## config.mk

```make
export PLATFORM = sky130hd
export DESIGN_NAME = rxwm_top
export DESIGN_NICKNAME = d
export VERILOG_FILES = /design/src/shared/rxwm_pkg.sv /design/src/shared/rxwm_thr_if.sv /design/src/hdl/rxwm_top.sv /design/src/hdl/rxwm_flow_ctl.sv
export SDC_FILE = /design/constraint.sdc
export NUM_CORES = 1
export LEC_CHECK = 0
export ABC_AREA = 0
export BUFFER_PORTS_ARGS = -buffer_cell sky130_fd_sc_hd__buf_2
export CORE_MARGIN = 2
export CORE_UTILIZATION = 37
export CTS_BUF_LIST = sky130_fd_sc_hd__clkbuf_4
export DETAILED_ROUTE_END_ITERATION = 8
export PLACE_DENSITY = 0.66
export REMOVE_ABC_BUFFERS = 1
export SLEW_MARGIN = 20
export SYNTH_ARGS = -nofsm -noshare
export SYNTH_HDL_FRONTEND = slang
export SYNTH_SLANG_ARGS = --single-unit
```

## constraint.sdc

```tcl
create_clock -name aclk -period 2.5 [get_ports aclk]
set_clock_uncertainty 0.2 [all_clocks]
set_input_delay 0.25 -clock aclk [delete_from_list [all_inputs] [get_ports aclk]]
set_output_delay 0.25 -clock aclk [all_outputs]
set_load 0.02 [all_outputs]
```

## src/shared/rxwm_pkg.sv

```systemverilog
// Package for the receive FIFO high-watermark flow-control block.
// Assumes a 32-bit AXI4-Lite register bus and a single 100 MHz clock.
package rxwm_pkg;

    // ------------------------------------------------------------
    // Sizes
    // ------------------------------------------------------------
    localparam int RXWM_PORTS = 3;
    localparam int RXWM_THR_W = 12;
    localparam int RXWM_LVL_W = 12;
    localparam int RXWM_ADDR_W = 12;
    localparam int RXWM_DATA_W = 32;
    localparam int RXWM_UNIT_BYTES = 8;

    // ------------------------------------------------------------
    // Register map: printed offsets are word indices
    // ------------------------------------------------------------
    localparam logic [RXWM_ADDR_W-1:0] RXWM_IDX_HWM0 = 12'h580;
    localparam logic [RXWM_ADDR_W-1:0] RXWM_IDX_HWM1 = 12'h581;
    localparam logic [RXWM_ADDR_W-1:0] RXWM_IDX_HWM2 = 12'h582;
    localparam logic [RXWM_ADDR_W-1:0] RXWM_IDX_LWM0 = 12'h58A;
    localparam logic [RXWM_ADDR_W-1:0] RXWM_IDX_LWM1 = 12'h58B;
    localparam logic [RXWM_ADDR_W-1:0] RXWM_IDX_LWM2 = 12'h58C;
    localparam logic [RXWM_ADDR_W-1:0] RXWM_IDX_STAT = 12'h590;
    localparam int RXWM_BYTE_SHIFT = 2;

    // ------------------------------------------------------------
    // Reset values and responses
    // ------------------------------------------------------------
    localparam logic [RXWM_THR_W-1:0] RXWM_HWM_RST = 12'h0E6;
    localparam logic [RXWM_THR_W-1:0] RXWM_LWM_RST = 12'h072;
    localparam logic [1:0] RXWM_RESP_OKAY = 2'h0;
    localparam logic [1:0] RXWM_RESP_SLVERR = 2'h2;

    typedef logic [RXWM_THR_W-1:0] rxwm_thr_t;
    typedef logic [RXWM_LVL_W-1:0] rxwm_lvl_t;

endpackage : rxwm_pkg

```

## src/shared/rxwm_thr_if.sv

```systemverilog
// Interface carrying thresholds and occupancy to the flow-control comparator.
// Assumes one clock; all signals are synchronous levels.
`timescale 1ns/1ns
interface rxwm_thr_if;
    import rxwm_pkg::*;
    rxwm_thr_t hwm [RXWM_PORTS];
    rxwm_thr_t lwm [RXWM_PORTS];
    rxwm_lvl_t level [RXWM_PORTS];
    logic [RXWM_PORTS-1:0] pause;

    modport regs (output hwm, output lwm, output level, input pause);
    modport ctl (input hwm, input lwm, input level, output pause);
endinterface : rxwm_thr_if

```

## src/hdl/rxwm_top.sv

```systemverilog
// Receive FIFO high-watermark flow control for ports 0 to 2, AXI4-Lite slave.
// Assumes occupancy counts from each port's receive FIFO, in 8-byte units.
//
// What this block does
// - Ports 0..2 each have an independent 12-bit high threshold in bits 11:0.
// - Threshold counts eight-byte FIFO locations.
// - Reset loads every high threshold with 0x0E6, 230 locations.
// - Occupancy above high threshold raises that port's flow-control request.
// - Bits 31:12 read zero, ignore writes; reads clear nothing.
// - Threshold writes are stored and read back, no clearing effects.
// - Occupancy below low threshold drops the flow-control request.
//
// Chosen here: the AXI4-Lite slave port.
`timescale 1ns/1ns
module rxwm_top
    import rxwm_pkg::*;
(
    // Clock and reset
    input wire logic aclk,
    input wire logic aresetn,
    // AXI4-Lite write address
    input wire logic [RXWM_ADDR_W+1:0] s_axi_awaddr,
    input wire logic s_axi_awvalid,
    output logic s_axi_awready,
    // AXI4-Lite write data
    input wire logic [RXWM_DATA_W-1:0] s_axi_wdata,
    input wire logic [3:0] s_axi_wstrb,
    input wire logic s_axi_wvalid,
    output logic s_axi_wready,
    // AXI4-Lite write response
    output logic [1:0] s_axi_bresp,
    output logic s_axi_bvalid,
    input wire logic s_axi_bready,
    // AXI4-Lite read address
    input wire logic [RXWM_ADDR_W+1:0] s_axi_araddr,
    input wire logic s_axi_arvalid,
    output logic s_axi_arready,
    // AXI4-Lite read data
    output logic [RXWM_DATA_W-1:0] s_axi_rdata,
    output logic [1:0] s_axi_rresp,
    output logic s_axi_rvalid,
    input wire logic s_axi_rready,
    // Receive FIFO occupancy, eight-byte units
    input wire logic [RXWM_LVL_W-1:0] rx_level_0,
    input wire logic [RXWM_LVL_W-1:0] rx_level_1,
    input wire logic [RXWM_LVL_W-1:0] rx_level_2,
    // Flow-control requests toward the MAC pause logic
    output logic [RXWM_PORTS-1:0] fc_request
);
    import rxwm_pkg::*;

    typedef struct packed {
        logic aw_full;
        logic [RXWM_ADDR_W-1:0] aw_idx;
        logic w_full;
        logic [RXWM_DATA_W-1:0] wdata;
        logic [3:0] wstrb;
        logic bvalid;
        logic [1:0] bresp;
        logic rvalid;
        logic [1:0] rresp;
        logic [RXWM_DATA_W-1:0] rdata;
        logic [RXWM_PORTS-1:0][RXWM_THR_W-1:0] hwm;
        logic [RXWM_PORTS-1:0][RXWM_THR_W-1:0] lwm;
        logic [RXWM_PORTS-1:0] fc;
        logic aw_rdy;
        logic w_rdy;
        logic ar_rdy;
    } rxwm_state_t;

    rxwm_state_t st_q;
    rxwm_state_t st_d;
    rxwm_thr_if thr_bus ();

    // ------------------------------------------------------------
    // Helpers
    // ------------------------------------------------------------
    // Word index from a byte address; low two bits ignored
    function automatic logic [RXWM_ADDR_W-1:0] rxwm_idx(input logic [RXWM_ADDR_W+1:0] a);
        return a[RXWM_ADDR_W+1:RXWM_BYTE_SHIFT];
    endfunction : rxwm_idx

    // Byte-lane merge limited to the 12-bit field; upper bits never stored
    function automatic rxwm_thr_t rxwm_merge(input rxwm_thr_t old,
                                             input logic [RXWM_DATA_W-1:0] d,
                                             input logic [3:0] s);
        rxwm_thr_t r;
        r = old;
        if (s[0]) begin
            r[7:0] = d[7:0];
        end
        if (s[1]) begin
            r[RXWM_THR_W-1:8] = d[RXWM_THR_W-1:8];
        end
        return r;
    endfunction : rxwm_merge

    // ------------------------------------------------------------
    // Comparator
    // ------------------------------------------------------------
    always_comb begin
        for (int p = 0; p < RXWM_PORTS; p++) begin
            thr_bus.hwm[p] = st_q.hwm[p];
            thr_bus.lwm[p] = st_q.lwm[p];
        end
        thr_bus.level[0] = rx_level_0;
        thr_bus.level[1] = rx_level_1;
        thr_bus.level[2] = rx_level_2;
    end

    rxwm_flow_ctl rxwm_flow_ctl_inst (
        .aclk(aclk),
        .aresetn(aresetn),
        .thr(thr_bus.ctl)
    );

    // ------------------------------------------------------------
    // Register slave
    // ------------------------------------------------------------
    always_comb begin
        logic [RXWM_ADDR_W-1:0] ridx;
        logic hit;
        st_d = st_q;
        ridx = rxwm_idx(s_axi_araddr);
        hit = 1'b0;
        st_d.fc = thr_bus.pause;

        // Capture address and data independently, in either order
        if (s_axi_awvalid && st_q.aw_rdy) begin
            st_d.aw_full = 1'b1;
            st_d.aw_idx = rxwm_idx(s_axi_awaddr);
        end
        if (s_axi_wvalid && st_q.w_rdy) begin
            st_d.w_full = 1'b1;
            st_d.wdata = s_axi_wdata;
            st_d.wstrb = s_axi_wstrb;
        end

        if (st_q.aw_full && st_q.w_full && !st_q.bvalid) begin
            st_d.aw_full = 1'b0;
            st_d.w_full = 1'b0;
            st_d.bvalid = 1'b1;
            st_d.bresp = RXWM_RESP_OKAY;
            unique case (st_q.aw_idx)
                RXWM_IDX_HWM0: st_d.hwm[0] = rxwm_merge(st_q.hwm[0], st_q.wdata, st_q.wstrb);
                RXWM_IDX_HWM1: st_d.hwm[1] = rxwm_merge(st_q.hwm[1], st_q.wdata, st_q.wstrb);
                RXWM_IDX_HWM2: st_d.hwm[2] = rxwm_merge(st_q.hwm[2], st_q.wdata, st_q.wstrb);
                RXWM_IDX_LWM0: st_d.lwm[0] = rxwm_merge(st_q.lwm[0], st_q.wdata, st_q.wstrb);
                RXWM_IDX_LWM1: st_d.lwm[1] = rxwm_merge(st_q.lwm[1], st_q.wdata, st_q.wstrb);
                RXWM_IDX_LWM2: st_d.lwm[2] = rxwm_merge(st_q.lwm[2], st_q.wdata, st_q.wstrb);
                RXWM_IDX_STAT: st_d.bresp = RXWM_RESP_OKAY;
                default: st_d.bresp = RXWM_RESP_SLVERR;
            endcase
        end else if (st_q.bvalid && s_axi_bready) begin
            st_d.bvalid = 1'b0;
        end

        // Reads have no side effects on any register
        if (st_q.rvalid) begin
            if (s_axi_rready) begin
                st_d.rvalid = 1'b0;
            end
        end else if (s_axi_arvalid && st_q.ar_rdy) begin
            st_d.rvalid = 1'b1;
            st_d.rdata = '0;
            hit = 1'b1;
            unique case (ridx)
                RXWM_IDX_HWM0: st_d.rdata[RXWM_THR_W-1:0] = st_q.hwm[0];
                RXWM_IDX_HWM1: st_d.rdata[RXWM_THR_W-1:0] = st_q.hwm[1];
                RXWM_IDX_HWM2: st_d.rdata[RXWM_THR_W-1:0] = st_q.hwm[2];
                RXWM_IDX_LWM0: st_d.rdata[RXWM_THR_W-1:0] = st_q.lwm[0];
                RXWM_IDX_LWM1: st_d.rdata[RXWM_THR_W-1:0] = st_q.lwm[1];
                RXWM_IDX_LWM2: st_d.rdata[RXWM_THR_W-1:0] = st_q.lwm[2];
                RXWM_IDX_STAT: st_d.rdata[RXWM_PORTS-1:0] = st_q.fc;
                default: hit = 1'b0;
            endcase
            st_d.rresp = hit ? RXWM_RESP_OKAY : RXWM_RESP_SLVERR;
        end

        // Readies follow the next state, so they stay low through reset
        st_d.aw_rdy = !st_d.aw_full && !st_d.bvalid;
        st_d.w_rdy = !st_d.w_full && !st_d.bvalid;
        st_d.ar_rdy = !st_d.rvalid;
    end

    always_ff @(posedge aclk) begin
        if (!aresetn) begin
            st_q <= '0;
            for (int p = 0; p < RXWM_PORTS; p++) begin
                st_q.hwm[p] <= RXWM_HWM_RST;
                st_q.lwm[p] <= RXWM_LWM_RST;
            end
        end else begin
            st_q <= st_d;
        end
    end

    // ------------------------------------------------------------
    // Outputs
    // ------------------------------------------------------------
    // Ready lines are flops, so a request is never taken while they read low
    assign s_axi_awready = st_q.aw_rdy;
    assign s_axi_wready = st_q.w_rdy;
    assign s_axi_bvalid = st_q.bvalid;
    assign s_axi_bresp = st_q.bresp;
    assign s_axi_arready = st_q.ar_rdy;
    assign s_axi_rvalid = st_q.rvalid;
    assign s_axi_rresp = st_q.rresp;
    assign s_axi_rdata = st_q.rdata;
    assign fc_request = st_q.fc;

endmodule : rxwm_top

```

## src/hdl/rxwm_flow_ctl.sv

```systemverilog
// Per-port hysteresis comparator driving the flow-control requests.
// Assumes occupancy in eight-byte units, synchronous to aclk.
`timescale 1ns/1ns
module rxwm_flow_ctl
    import rxwm_pkg::*;
(
    // Clock and reset
    input wire logic aclk,
    input wire logic aresetn,
    // Thresholds in, requests out
    rxwm_thr_if.ctl thr
);

    typedef struct packed {
        logic [RXWM_PORTS-1:0] pause;
    } rxwm_fc_state_t;

    rxwm_fc_state_t st_q;
    rxwm_fc_state_t st_d;

    always_comb begin
        st_d = st_q;
        for (int p = 0; p < RXWM_PORTS; p++) begin
            // Level and threshold share the eight-byte unit, so no scaling
            if (thr.level[p] > thr.hwm[p]) begin
                st_d.pause[p] = 1'b1;
            end else if (thr.level[p] < thr.lwm[p]) begin
                st_d.pause[p] = 1'b0;
            end
            // Between thresholds the request keeps its value
        end
    end

    always_ff @(posedge aclk) begin
        if (!aresetn) begin
            st_q <= '0;
        end else begin
            st_q <= st_d;
        end
    end

    assign thr.pause = st_q.pause;

endmodule : rxwm_flow_ctl

```

==> impl_results.md <==
- Worst-path clk slew: 0.12 ns
- Sink Count: 125
- Via count of the first global-routing pass: 5841
- FF-to-FF Start: st_q[67]$_SDFFE_PN1P_
- Leakage: 3.88 nW
- Cts repair resizes: 0
- DR vias: 6210
- Die Height: 142 um
- Antenna diodes: 0
- Worst reg-to-reg path cell count: 7
- Syn. warnings: 0
- Number of synthesized flops with an enable pin: 0
- Fin Hold WS: 0.0549 ns
- Hold crit path type: input pin to flip-flop
- GP Congestion: 0.865
- CP Data Required Time: 2.79 ns
- Core Footprint: 18800 sq um
- Peak supply drop: 347 uV
- Critical path capture point type: flip-flop
- Synth cell types: 56
- Deepest clock path buffer count: 2
- Boundary pin count: 151
- Setup TNS: 0 ns
- Layout cells sized above 1: 16.4%
- Crit path from: s_axi_araddr[7]
- Max Cap Viol: 0
- R2R Setup Slk: 0.29 ns
- Global route overflow: 0
- Final Hold Vio Count: 0
- Die extent in x: 142 um
- Root Buffer: clkbuf_4
- Layout Cells excl Fill: 1213
- Setup violators final: 0
- Slew margin rel.: 50.2%
- Mapped Cells: 841
- Initial core utilization: 37.8%
- DIE AREA: 20300 sq um
- Yosys reg bits: 125
- DRT Pass-1 Iters: 5
- Setup CP Type: input pin to flip-flop
- CP Max Fanout: 9
- Fmax: 434 MHz
- Netlist Area Pre-Place: 7090 sq um
- Pwr Density: 495 nW/um^2
- Placed insts: 1143
- PortBufs: 102
- Via-per-instance ratio: 5.12
- Worst Setup Start Kind: input pin
- Wire length of the first global-routing pass: 29400 um
- Cell Rows: 50
- Area Overhead vs Synth: 18.4%
- Worst-Margin Slew: 0.745 ns
- Post-DP HPWL: 14200 um
- Most area-hungry cell type in the Yosys netlist: dfxtp_1
- Slew Viols, Final: 0
- CTS Buf Count: 17
- H-tree Lvls: 4
- Capturing point of the worst reg2reg path: rxwm_flow_ctl_inst.thr.pause[2]$_SDFFE_PN0P_
- Crit path largest cell delay: 0.76 ns
- Initial antenna violation count: 0
- Post-route clock period utilization: 92.3%
- Largest cells by area after synthesis: dfxtp_1 35%, ha_1 12%, mux2i_1 6.6%
- Syn_area_per_cell: 8.43 sq um
- Remaining antenna violation count: 0
- Largest net degree at the start of global routing: 48
- Critical Path, Cell by Cell: dlygate4sd3_1 -> buf_2 -> or4b_2 -> nor2_1 -> nand2_1 -> o22a_1 -> a31oi_1
- Period minus WS final: 2.31 ns
- Total power draw: 0.00416 W
- # nets final: 1143
- Status: finished clean
- Main synth FF type: dfxtp_1
- Avg WL per Cell: 15.2 um
- Total GRT Usage: 18.6%
- CTS tree: built
- End of the critical path: s_axi_rdata[5]$_SDFFE_PN0P_
- DR iter-0 viols: 415
- Clock Latency Late Sink: 0.54 ns
- CP arrival: 2.59 ns
- Sequential fraction of the synthesis area: 35.3%
- Share of the synthesized area in the top cell type: 35.3%
- Drt drc: 0
- Number of fill cells: 1875
- Slowest stage cell, crit path: or4b_2
- Total Wirelength: 18400 um
- Asr flop ratio synth: 0%
- RSZ-0062 raised after global routing: no
==> logic make-up (layout without fill, tap and decap cells) <==
family	count (synthesis)	count (layout)	synth area share (%)
AND/OR/NAND/NOR	264	264	18.7
other	1	22	0.0529
AO/OA/AOI/OAI	185	185	16.9
buffers and inverters	149	266	10.0
flip-flops	125	125	35.3
multiplexers	48	48	6.79
adder cells (fa/ha/maj)	69	69	12.2
==> final cells by class <==
class                           instances  area [sq um]  share of cell area, %
Sequential cell                       125          2500                   29.8
Timing Repair Buffer                  161          1070                   12.7
Clock inverter                         14           176                   2.10
Tap cell                              234           293                   3.49
Multi-Input combinational cell        588          3950                   47.1
Inverter                               74           278                   3.31
Clock buffer                           17           128                   1.52
==> metal layers <==
metal	global-route usage (%)	wire (um)
met1	22.9	8150
met3	4.98	1100
met2	32.1	8820
met4	5.11	345
met5	0	0
==> where the power goes <==
group | internal (W) | leakage [nW] | switching (W) | total (W)
clock network | 0.000773 | 0.163 | 0.000768 | 0.00154
registers | 0.00204 | 1.02 | 0.0000461 | 0.00209
logic | 0.000228 | 2.70 | 0.000298 | 0.000526
==> Yosys cell counts, types with 5 or more instances <==
cell and instances:
buf_4 39, nor3_1 5, nand4_1 14, nor2b_1 12, nor2_1 12, a21o_1 9, a21boi_0 29, o22a_1 9
clkbuf_1 24, nand2_1 122, inv_1 74, nand3b_1 6, o21ai_0 56, mux2i_1 47, nand2b_1 7, dfxtp_1 125
buf_1 7, nand3_1 53, a21oi_1 31, ha_1 69, buf_2 5, a22oi_1 9, a31oi_1 12
==> state kept, by name, summed over array words and instances, names as in the netlist <==
name,cells
s_axi_awready,1
fc_request,3
s_axi_arready,1
st_q,100
s_axi_wready,1
s_axi_rresp,1
s_axi_bresp,1
s_axi_rvalid,1
s_axi_rdata,12
s_axi_bvalid,1
rxwm_flow_ctl_inst.thr.pause,3
==> critical path, delay by kind of cell <==
kind	cells	cell delay, ns
buffers and inverters	2	0.66
AND/OR/NAND/NOR	3	1.23
AO/OA/AOI/OAI	2	0.45
==> layout by cell type, fill, tap and decap left out, drive strengths merged, types with 6 or more instances in the layout <==
master       netlist  layout
a21boi            29      29
clkinv             0       9
ha                69      69
dlygate4sd3        0      39
a31oi             12      12
nor2              12      12
nand3             55      55
o22a               9       9
inv               74      74
clkbuf            24      17
dfxtp            125     125
nand2            122     122
a21oi             31      31
nand4             14      14
a21o               9       9
conb               1      22
nor4               6       6
mux2i             47      47
o21ai             56      56
nand2b             7       7
nor2b             12      12
nand3b             6       6
a22oi              9       9
buf               51     122
==> per-stage QoR <==
step,worst slack (ns),utilization [%],area (sq um)
after floorplan,0.0534,-,6730
after global placement,0.217,41.0,7700
after detailed placement,0.197,41.0,7700
after CTS,0.256,44.7,8400
after global routing,0.115,44.7,8400
final,0.194,44.7,8400
==> worst min-delay path by stage <==
stage,end,cells after the start,slack [ns],startpoint
after floorplan,st_q[10]$_SDFFE_PN1P_,1,0.11,aresetn
after global placement,fc_request[2]$_SDFF_PN0_,2,0.23,rxwm_flow_ctl_inst.thr.pause[2]$_SDFFE_PN0P_
after detailed placement,fc_request[2]$_SDFF_PN0_,2,0.23,rxwm_flow_ctl_inst.thr.pause[2]$_SDFFE_PN0P_
after CTS,rxwm_flow_ctl_inst.thr.pause[0]$_SDFFE_PN0P_,5,0.003,rx_level_0[10]
after global routing,rxwm_flow_ctl_inst.thr.pause[0]$_SDFFE_PN0P_,5,0.03,rx_level_0[10]
final,rxwm_flow_ctl_inst.thr.pause[2]$_SDFFE_PN0P_,5,0.05,rx_level_2[10]
==> timing repair <==
item	4_1_cts	5_1_grt
buffers inserted	0	0
hold buffers	39	0
hold endpoints to repair	60	0
Note: power is estimated with default switching activity, not from simulation.
